### config.mk
export PLATFORM = sky130hd
export DESIGN_NAME = crm_core_regs
export DESIGN_NICKNAME = d
export VERILOG_FILES = /design/src/pkg/crm_pkg.sv /design/src/rtl/crm_core_regs.sv /design/src/rtl/crm_muldiv.sv /design/src/rtl/crm_ptr.sv
export SDC_FILE = /design/constraint.sdc
export NUM_CORES = 1
export LEC_CHECK = 0
export ABC_AREA = 1
export BUFFER_PORTS_ARGS = -buffer_cell sky130_fd_sc_hd__buf_2
export CORE_UTILIZATION = 40
export CTS_CLUSTER_SIZE = 24
export DETAILED_ROUTE_END_ITERATION = 7
export PLACE_DENSITY = 0.55
export SYNTH_ARGS = -nofsm -noshare
export SYNTH_HDL_FRONTEND = slang
export SYNTH_SLANG_ARGS = --single-unit
### constraint.sdc
create_clock -name i_ref_clk -period 28.1 [get_ports i_ref_clk]
set_input_delay 0 -clock i_ref_clk [delete_from_list [all_inputs] [get_ports i_ref_clk]]
set_output_delay 0 -clock i_ref_clk [all_outputs]
set_load 0.02 [all_outputs]
### src/pkg/crm_pkg.sv
// constants for the core register set and its extended multiply/divide
// assumes an 8-bit special-function register port inside the core
package crm_pkg;
  // special-function register addresses
  localparam logic [7:0] SFR_SP       = 8'h81;
  localparam logic [7:0] SFR_PTR_LO   = 8'h82;
  localparam logic [7:0] SFR_PTR_HI   = 8'h83;
  localparam logic [7:0] SFR_PTR1_LO  = 8'h84;
  localparam logic [7:0] SFR_PTR1_HI  = 8'h85;
  localparam logic [7:0] SFR_INSCFG   = 8'h86;
  localparam logic [7:0] SFR_STATUS   = 8'hD0;
  localparam logic [7:0] SFR_ACC      = 8'hE0;
  localparam logic [7:0] SFR_B        = 8'hF0;
  localparam logic [7:0] SFR_AUX      = 8'hF1;
  // reset values
  localparam logic [7:0]  SP_RESET     = 8'h07;
  localparam logic [7:0]  BYTE_RESET   = 8'h00;
  localparam logic [15:0] PTR_RESET    = 16'h0000;
  // status word bit positions
  localparam int ST_CY   = 7;
  localparam int ST_AC   = 6;
  localparam int ST_UFA  = 5;
  localparam int ST_BSH  = 4;
  localparam int ST_BSL  = 3;
  localparam int ST_OV   = 2;
  localparam int ST_UFB  = 1;
  localparam int ST_PAR  = 0;
  // instruction configuration bit positions
  localparam int IC_WDIV = 3;
  localparam int IC_WMUL = 2;
  localparam int IC_PSEL = 0;
  // address space
  localparam int          UPPER_BIT  = 7;
  localparam logic [15:0] XRAM_SIZE  = 16'h0500;
endpackage : crm_pkg

### src/rtl/crm_core_regs.sv
// core register set: accumulator, B, aux, stack pointer, status word,
// two data pointers, instruction configuration, address steering
// assumes all inputs come from core logic on the same clock
`timescale 1ns/100ps
module crm_core_regs
  import crm_pkg::*;
(
  input  wire logic        i_ref_clk,
  input  wire logic        i_rst_n,
  input  wire logic        i_clk_en,
  input  wire logic [7:0]  i_sfr_addr,
  input  wire logic        i_sfr_wr,
  input  wire logic        i_sfr_rd,
  input  wire logic [7:0]  i_sfr_wdata,
  output logic      [7:0]  o_sfr_rdata,
  output logic             o_sfr_hit,
  input  wire logic        i_acc_we,
  input  wire logic [7:0]  i_acc_wdata,
  output logic      [7:0]  o_acc,
  input  wire logic        i_sp_inc,
  input  wire logic        i_sp_dec,
  output logic      [7:0]  o_sp,
  input  wire logic        i_flag_we,
  input  wire logic        i_flag_cy,
  input  wire logic        i_flag_ac,
  input  wire logic        i_flag_ov,
  output logic      [7:0]  o_psw,
  input  wire logic        i_mul,
  input  wire logic        i_div,
  output logic             o_md_done,
  input  wire logic        i_primary_data_pointer_we,
  input  wire logic [15:0] i_primary_data_pointer_wdata,
  input  wire logic        i_primary_data_pointer_inc,
  output logic      [15:0] o_primary_data_pointer,
  input  wire logic [7:0]  i_mem_addr,
  input  wire logic        i_indirect,
  output logic             o_sel_sfr,
  output logic             o_sel_lower,
  output logic             o_sel_upper,
  input  wire logic [2:0]  i_reg_num,
  output logic      [7:0]  o_bank_addr,
  input  wire logic        i_xram_ri_form,
  input  wire logic [7:0]  i_ri_value,
  output logic      [10:0] o_xram_addr,
  output logic             o_xram_ok
);
  logic [7:0]  acc_q, acc_d, b_q, b_d, aux_q, aux_d, sp_q, sp_d;
  logic [7:1]  st_q, st_d;
  logic        wdiv_q, wdiv_d, wmul_q, wmul_d, psel_q, psel_d;
  logic [7:0]  rdata_q, rdata_d;
  logic        hit_q, hit_d, done_q, done_d;
  logic        sfr_q, sfr_d, low_q, low_d, up_q, up_d;
  logic [7:0]  bank_q, bank_d;
  logic [10:0] xa_q, xa_d;
  logic        xok_q, xok_d;
  logic        parity;
  logic [7:0]  status;
  logic [15:0] ptr0, ptr1, ptr_sel;
  logic [7:0]  m_acc, m_b, m_aux, d_acc, d_b, d_aux;
  logic        m_ov, d_ov;
  logic        wr;

  assign wr     = i_sfr_wr;
  assign parity = ^acc_q;
  assign status = {st_q, parity};

  crm_muldiv u_md (
    .i_acc      (acc_q),
    .i_b        (b_q),
    .i_aux      (aux_q),
    .i_wide_mul (wmul_q),
    .i_wide_div (wdiv_q),
    .o_mul_acc  (m_acc),
    .o_mul_b    (m_b),
    .o_mul_aux  (m_aux),
    .o_mul_ov   (m_ov),
    .o_div_acc  (d_acc),
    .o_div_b    (d_b),
    .o_div_aux  (d_aux),
    .o_div_ov   (d_ov)
  );

  // pointer word ops reach only the selected pointer
  crm_ptr u_ptr0 (
    .i_ref_clk (i_ref_clk),
    .i_rst_n   (i_rst_n),
    .i_clk_en  (i_clk_en),
    .i_lo_we   (wr && i_sfr_addr == SFR_PTR_LO),
    .i_hi_we   (wr && i_sfr_addr == SFR_PTR_HI),
    .i_byte    (i_sfr_wdata),
    .i_word_we (i_primary_data_pointer_we && !psel_q),
    .i_word    (i_primary_data_pointer_wdata),
    .i_inc     (i_primary_data_pointer_inc && !psel_q),
    .o_ptr     (ptr0)
  );

  crm_ptr u_ptr1 (
    .i_ref_clk (i_ref_clk),
    .i_rst_n   (i_rst_n),
    .i_clk_en  (i_clk_en),
    .i_lo_we   (wr && i_sfr_addr == SFR_PTR1_LO),
    .i_hi_we   (wr && i_sfr_addr == SFR_PTR1_HI),
    .i_byte    (i_sfr_wdata),
    .i_word_we (i_primary_data_pointer_we && psel_q),
    .i_word    (i_primary_data_pointer_wdata),
    .i_inc     (i_primary_data_pointer_inc && psel_q),
    .o_ptr     (ptr1)
  );

  assign ptr_sel = psel_q ? ptr1 : ptr0;

  // register state; core operations win over a same-cycle register write, except pointer byte writes, which win over word ops in crm_ptr
  always_comb begin
    acc_d  = acc_q;
    b_d    = b_q;
    aux_d  = aux_q;
    sp_d   = sp_q;
    st_d   = st_q;
    wdiv_d = wdiv_q;
    wmul_d = wmul_q;
    psel_d = psel_q;
    done_d = 1'b0;
    if (wr) begin
      case (i_sfr_addr)
        SFR_ACC:    acc_d = i_sfr_wdata;
        SFR_B:      b_d   = i_sfr_wdata;
        SFR_AUX:    aux_d = i_sfr_wdata;
        SFR_SP:     sp_d  = i_sfr_wdata;
        SFR_STATUS: st_d  = i_sfr_wdata[7:1];
        SFR_INSCFG: begin
          wdiv_d = i_sfr_wdata[IC_WDIV];
          wmul_d = i_sfr_wdata[IC_WMUL];
          psel_d = i_sfr_wdata[IC_PSEL];
        end
        default: ;
      endcase
    end
    if (i_acc_we) begin
      acc_d = i_acc_wdata;
    end
    if (i_sp_inc) begin
      sp_d = sp_q + 8'h01;
    end else if (i_sp_dec) begin
      sp_d = sp_q - 8'h01;
    end
    if (i_flag_we) begin
      st_d[ST_CY] = i_flag_cy;
      st_d[ST_AC] = i_flag_ac;
      st_d[ST_OV] = i_flag_ov;
    end
    if (i_mul) begin
      acc_d       = m_acc;
      b_d         = m_b;
      aux_d       = m_aux;
      st_d[ST_CY] = 1'b0;
      st_d[ST_OV] = m_ov;
      done_d      = 1'b1;
    end else if (i_div) begin
      acc_d       = d_acc;
      b_d         = d_b;
      aux_d       = d_aux;
      st_d[ST_CY] = 1'b0;
      st_d[ST_OV] = d_ov;
      done_d      = 1'b1;
    end
  end

  // read port and address steering, registered
  always_comb begin
    hit_d   = 1'b1;
    rdata_d = rdata_q;
    case (i_sfr_addr)
      SFR_ACC:     rdata_d = acc_q;
      SFR_B:       rdata_d = b_q;
      SFR_AUX:     rdata_d = aux_q;
      SFR_SP:      rdata_d = sp_q;
      SFR_STATUS:  rdata_d = status;
      SFR_PTR_LO:  rdata_d = ptr0[7:0];
      SFR_PTR_HI:  rdata_d = ptr0[15:8];
      SFR_PTR1_LO: rdata_d = ptr1[7:0];
      SFR_PTR1_HI: rdata_d = ptr1[15:8];
      SFR_INSCFG:  rdata_d = {4'h0, wdiv_q, wmul_q, 1'b0, psel_q};
      default: begin
        rdata_d = BYTE_RESET;
        hit_d   = 1'b0;
      end
    endcase
    if (!i_sfr_rd) begin
      rdata_d = rdata_q;
      hit_d   = 1'b0;
    end
    // top half of the space splits by addressing mode
    low_d  = !i_mem_addr[UPPER_BIT];
    up_d   = i_mem_addr[UPPER_BIT] && i_indirect;
    sfr_d  = i_mem_addr[UPPER_BIT] && !i_indirect;
    bank_d = {3'b000, st_q[ST_BSH], st_q[ST_BSL], i_reg_num};
    if (i_xram_ri_form) begin
      xa_d  = {3'b000, i_ri_value};
      xok_d = 1'b1;
    end else begin
      xa_d  = ptr_sel[10:0];
      xok_d = ptr_sel < XRAM_SIZE;
    end
  end

  always_ff @(posedge i_ref_clk) begin
    if (!i_rst_n) begin
      acc_q   <= BYTE_RESET;
      b_q     <= BYTE_RESET;
      aux_q   <= BYTE_RESET;
      sp_q    <= SP_RESET;
      st_q    <= 7'h00;
      wdiv_q  <= 1'b0;
      wmul_q  <= 1'b0;
      psel_q  <= 1'b0;
      done_q  <= 1'b0;
      rdata_q <= BYTE_RESET;
      hit_q   <= 1'b0;
      low_q   <= 1'b0;
      up_q    <= 1'b0;
      sfr_q   <= 1'b0;
      bank_q  <= BYTE_RESET;
      xa_q    <= 11'h000;
      xok_q   <= 1'b0;
    end else if (i_clk_en) begin
      acc_q   <= acc_d;
      b_q     <= b_d;
      aux_q   <= aux_d;
      sp_q    <= sp_d;
      st_q    <= st_d;
      wdiv_q  <= wdiv_d;
      wmul_q  <= wmul_d;
      psel_q  <= psel_d;
      done_q  <= done_d;
      rdata_q <= rdata_d;
      hit_q   <= hit_d;
      low_q   <= low_d;
      up_q    <= up_d;
      sfr_q   <= sfr_d;
      bank_q  <= bank_d;
      xa_q    <= xa_d;
      xok_q   <= xok_d;
    end
  end

  assign o_acc       = acc_q;
  assign o_sp        = sp_q;
  assign o_psw       = status;
  assign o_md_done   = done_q;
  assign o_primary_data_pointer      = ptr_sel;
  assign o_sfr_rdata = rdata_q;
  assign o_sfr_hit   = hit_q;
  assign o_sel_lower = low_q;
  assign o_sel_upper = up_q;
  assign o_sel_sfr   = sfr_q;
  assign o_bank_addr = bank_q;
  assign o_xram_addr = xa_q;
  assign o_xram_ok   = xok_q;
endmodule : crm_core_regs

### src/rtl/crm_muldiv.sv
// combinational 8/16-bit multiply and divide datapath
// assumes the caller registers the results in one cycle
`timescale 1ns/100ps
module crm_muldiv
  import crm_pkg::*;
(
  input  wire logic [7:0] i_acc,
  input  wire logic [7:0] i_b,
  input  wire logic [7:0] i_aux,
  input  wire logic       i_wide_mul,
  input  wire logic       i_wide_div,
  output logic      [7:0] o_mul_acc,
  output logic      [7:0] o_mul_b,
  output logic      [7:0] o_mul_aux,
  output logic            o_mul_ov,
  output logic      [7:0] o_div_acc,
  output logic      [7:0] o_div_b,
  output logic      [7:0] o_div_aux,
  output logic            o_div_ov
);
  logic [23:0] prod;
  logic [15:0] num;
  logic [15:0] den;
  logic [15:0] quo;
  logic [15:0] rem;

  always_comb begin
    prod      = {8'h00, (i_wide_mul ? i_aux : 8'h00), i_acc} * {16'h0000, i_b};
    o_mul_acc = prod[7:0];
    o_mul_b   = prod[15:8];
    // narrow mode leaves the aux register untouched
    o_mul_aux = i_wide_mul ? prod[23:16] : i_aux;
    o_mul_ov  = i_wide_mul ? (prod[23:16] != 8'h00) : (prod[15:8] != 8'h00);
    num       = {(i_wide_div ? i_aux : 8'h00), i_acc};
    den       = {8'h00, i_b};
    // zero divisor: operands kept, only the overflow flag reports it
    quo       = (i_b == 8'h00) ? num : num / den;
    rem       = (i_b == 8'h00) ? den : num % den;
    o_div_acc = quo[7:0];
    o_div_b   = (i_b == 8'h00) ? i_b : rem[7:0];
    o_div_aux = (i_wide_div && i_b != 8'h00) ? quo[15:8] : i_aux;
    o_div_ov  = (i_b == 8'h00);
  end
endmodule : crm_muldiv

### src/rtl/crm_ptr.sv
// one 16-bit data pointer, writable as two bytes or as a word
// assumes the caller gives at most one write source per cycle
`timescale 1ns/100ps
module crm_ptr
  import crm_pkg::*;
(
  input  wire logic        i_ref_clk,
  input  wire logic        i_rst_n,
  input  wire logic        i_clk_en,
  input  wire logic        i_lo_we,
  input  wire logic        i_hi_we,
  input  wire logic [7:0]  i_byte,
  input  wire logic        i_word_we,
  input  wire logic [15:0] i_word,
  input  wire logic        i_inc,
  output logic      [15:0] o_ptr
);
  logic [15:0] ptr_q;
  logic [15:0] ptr_d;

  always_comb begin
    ptr_d = ptr_q;
    if (i_word_we) begin
      ptr_d = i_word;
    end else if (i_inc) begin
      ptr_d = ptr_q + 16'h0001;
    end
    if (i_lo_we) begin
      ptr_d[7:0] = i_byte;
    end
    if (i_hi_we) begin
      ptr_d[15:8] = i_byte;
    end
  end

  always_ff @(posedge i_ref_clk) begin
    if (!i_rst_n) begin
      ptr_q <= PTR_RESET;
    end else if (i_clk_en) begin
      ptr_q <= ptr_d;
    end
  end

  assign o_ptr = ptr_q;
endmodule : crm_ptr

==> flow_metrics.tcl <==
set metrics [dict create \
    violations "design-rule violations" \
    yosysUniqueCellTypes 64 \
    core_area_um2 41000 \
    path_class "reg2reg" \
    cp_common_cell "nand2_1" \
    skew_ns 0.00789 \
    finalNonFillerCells 3293 \
    met1_usage_pct 37.8 \
    dr.pass1.iters 8 \
    grt_overflow 0 \
    synth_area_leader_cell "nand2_1" \
    worst-path-max-fanout 9 \
    end_kind "flop" \
    syn_avg_cell_area_um2 6.43 \
    grt_start_max_net_pins 55 \
    clk_latency_ns 0.37 \
    ys_seq_elements 104 \
    io_buffers 139 \
    die_height_um 206 \
    synth_area_leaders "nand2_1 (14%), dfxtp_1 (12%), ha_1 (12%)" \
    place.detailed.instances 3243 \
    maxCapViolCount 0 \
    synth_top_area_share_pct 13.7 \
    antenna_found_initial 0 \
    routabilityCongestion 0.968 \
    cp.required_ns 28.32 \
    antennaDiodeCount 0 \
    fin_nets 3076 \
    grt_pass1_vias 16500 \
    vias 17700 \
    synth_edf_count 0 \
    fin_util_pct 45.8 \
    die-area_um2 42600 \
    ant_nets 0 \
    fill_cells 4385 \
    setup_violations 0 \
    via_per_inst 5.39 \
    drive_gt1_share_pct 13.4 \
    hold_class "in2reg" \
    crit_arrival_ns 25.93 \
    wirelength_mm 58.7 \
    clock_path_buffers 2 \
    use_met2_pct 43.9 \
    yosysMostFrequentCell "nand2_1" \
    start_util_pct 40.7 \
    pin_count 150 \
    gr-usage-met3_pct 4.43 \
    startpoint_type "flop" \
    hold_viol 0 \
    die_x_um 206 \
    cts_tree "done" \
    critPathMaxStageDelay_ns 0.38 \
    routedWlPerCell_um 17.8 \
    slew_viol_final 0 \
    outcome "finished, violations left" \
    slowest_stage "dfxtp_2" \
    fin_crit_ns 25.71 \
    area_delta_synth_final_pct 12.6 \
    grt_pass1_wl_mm 90.8 \
    postSynthCellCount 2596 \
    hpwl_mm 46.7 \
    row_count 74 \
    max_clock_freq_mhz 38.9 \
    track_usage_pct 27.5 \
    relSlewSlack_pct 31.9 \
    ys_seq_area_share_pct 12.5 \
    tightest_slew_ns 1.02 \
    netlist_top_cells_count "nand2_1 (610), inv_1 (426), a21oi_1 (196), o21ai_0 (196), ha_1 (158)" \
    clk_pin_slew_ns 0.08 \
    tns_ns 0 \
    fin_crit_sh_pct 91.5 \
    synthArstFlopShare_pct 0 \
    synth-main-ff-cell "dfxtp_1" \
    synth_warnings 0 \
    drt_iter0_drc 1396 \
    drcViolationCount 9 \
    numCtsBuffers 9 \
    clockRootBuffer "clkbuf_16" \
    syn-cell-area_um2 16700 \
    cts-htree-levels 3 \
    gr-max-usage-layer "met2" \
    clock_sinks 104 \
]
[layout by cell type, fill, tap and decap left out, types with 9 or more instances in the layout]
cell / n
o21ai_1: 22
xor2_1: 69
nand3_2: 21
clkbuf_16: 9
inv_2: 16
nor2_2: 11
a31oi_1: 18
o22ai_1: 16
fa_1: 84
nand2_1: 610
nor4_1: 9
nand4_1: 20
buf_2: 139
a21oi_1: 189
xnor2_1: 32
buf_4: 68
a221oi_1: 25
o211ai_1: 17
or2_2: 18
inv_1: 425
dlygate4sd3_1: 17
a21oi_2: 16
nand3_1: 133
nand2_4: 10
nand2_2: 19
nor3_1: 24
nor2_1: 148
ha_1: 158
a21o_1: 19
o21ai_0: 181
dfxtp_1: 103
o21bai_1: 9
[path summary, 6_finish.rpt]
kind | cells after the start | startpoint | slack (ns) | end
setup / recovery | 194 | aux_q[7]$_SDFFE_PN0P_ | 2.39 | b_q[3]$_SDFFE_PN0P_
setup reg to reg | 194 | aux_q[7]$_SDFFE_PN0P_ | 2.39 | b_q[3]$_SDFFE_PN0P_
hold / removal | 3 | i_sfr_wr | 0.02 | st_q[6]$_SDFFE_PN0P_
hold reg to reg | 2 | o_md_done$_SDFFE_PN0P_ | 0.47 | o_md_done$_SDFFE_PN0P_
[worst max-delay path: cells and delay by family (launching register included)]
family / cells / cell delay [ns]
simple gates: 89 / 9.03
compound gates: 60 / 8.88
fa+ha+maj: 16 / 4.64
buf+inv: 28 / 2.57
flops: 1 / 0.38
xor+xnor: 1 / 0.12
[area by class of cell]
type	count	area (um2)	area share, %
multi-input cells	1964	12700	67.4
well taps	532	666	3.54
clock inverters	7	61.3	0.326
flip-flops and latches	104	2080	11.1
repair buffers	224	1380	7.32
clock buffers	9	225	1.20
inverters	453	1710	9.10
[state kept, by name, summed over array words and instances, names as in the netlist, 5 cells and up]
signal        flops
aux_q             8
b_q               8
o_acc             8
o_bank_addr       5
o_sfr_rdata       8
o_sp              8
o_xram_addr      11
st_q              7
u_ptr0.o_ptr     16
u_ptr1.o_ptr     16
[layer usage]
metal	routed length [um]	vias to the layer above
li1	-	8765
met1	26400	8271
met2	26200	628
met3	4570	84
met4	1500	0
met5	0	-
[timing repair]
item | in CTS | in global routing
buffers inserted | 0 | 17
setup endpoints to repair | 0 | 10
hold buffers | 17 | 0
endpoints found under the hold margin | 18 | 0
gates resized for setup | 0 | 49
[kinds of logic after synthesis]
logic type | count (synthesis) | share of synthesized area (%)
AO/OA/AOI/OAI | 557 | 19.2
XOR/XNOR | 101 | 5.30
adder cells (fa/ha/maj) | 243 | 22.0
buffers and inverters | 530 | 12.4
flip-flops | 104 | 12.5
multiplexers | 2 | 0.120
other | 1 | 0.0225
AND/OR/NAND/NOR | 1058 | 28.5
[stage by stage]
step | hold WS, ns | area [um2] | setup WS, ns
finish | 0.0198 | 18800 | 2.39
global route | 0.0332 | 18800 | -0.109
CTS | 0.0107 | 18500 | 0.318
detailed placement | 0.233 | 18100 | 0.401
global placement | 0.224 | 18100 | 0.891
floorplan | 0.135 | 16700 | 2.28
Power is left out: the tool's default activity adds up to more than one toggle a clock period on the data nets, which glitch-free logic cannot reach.
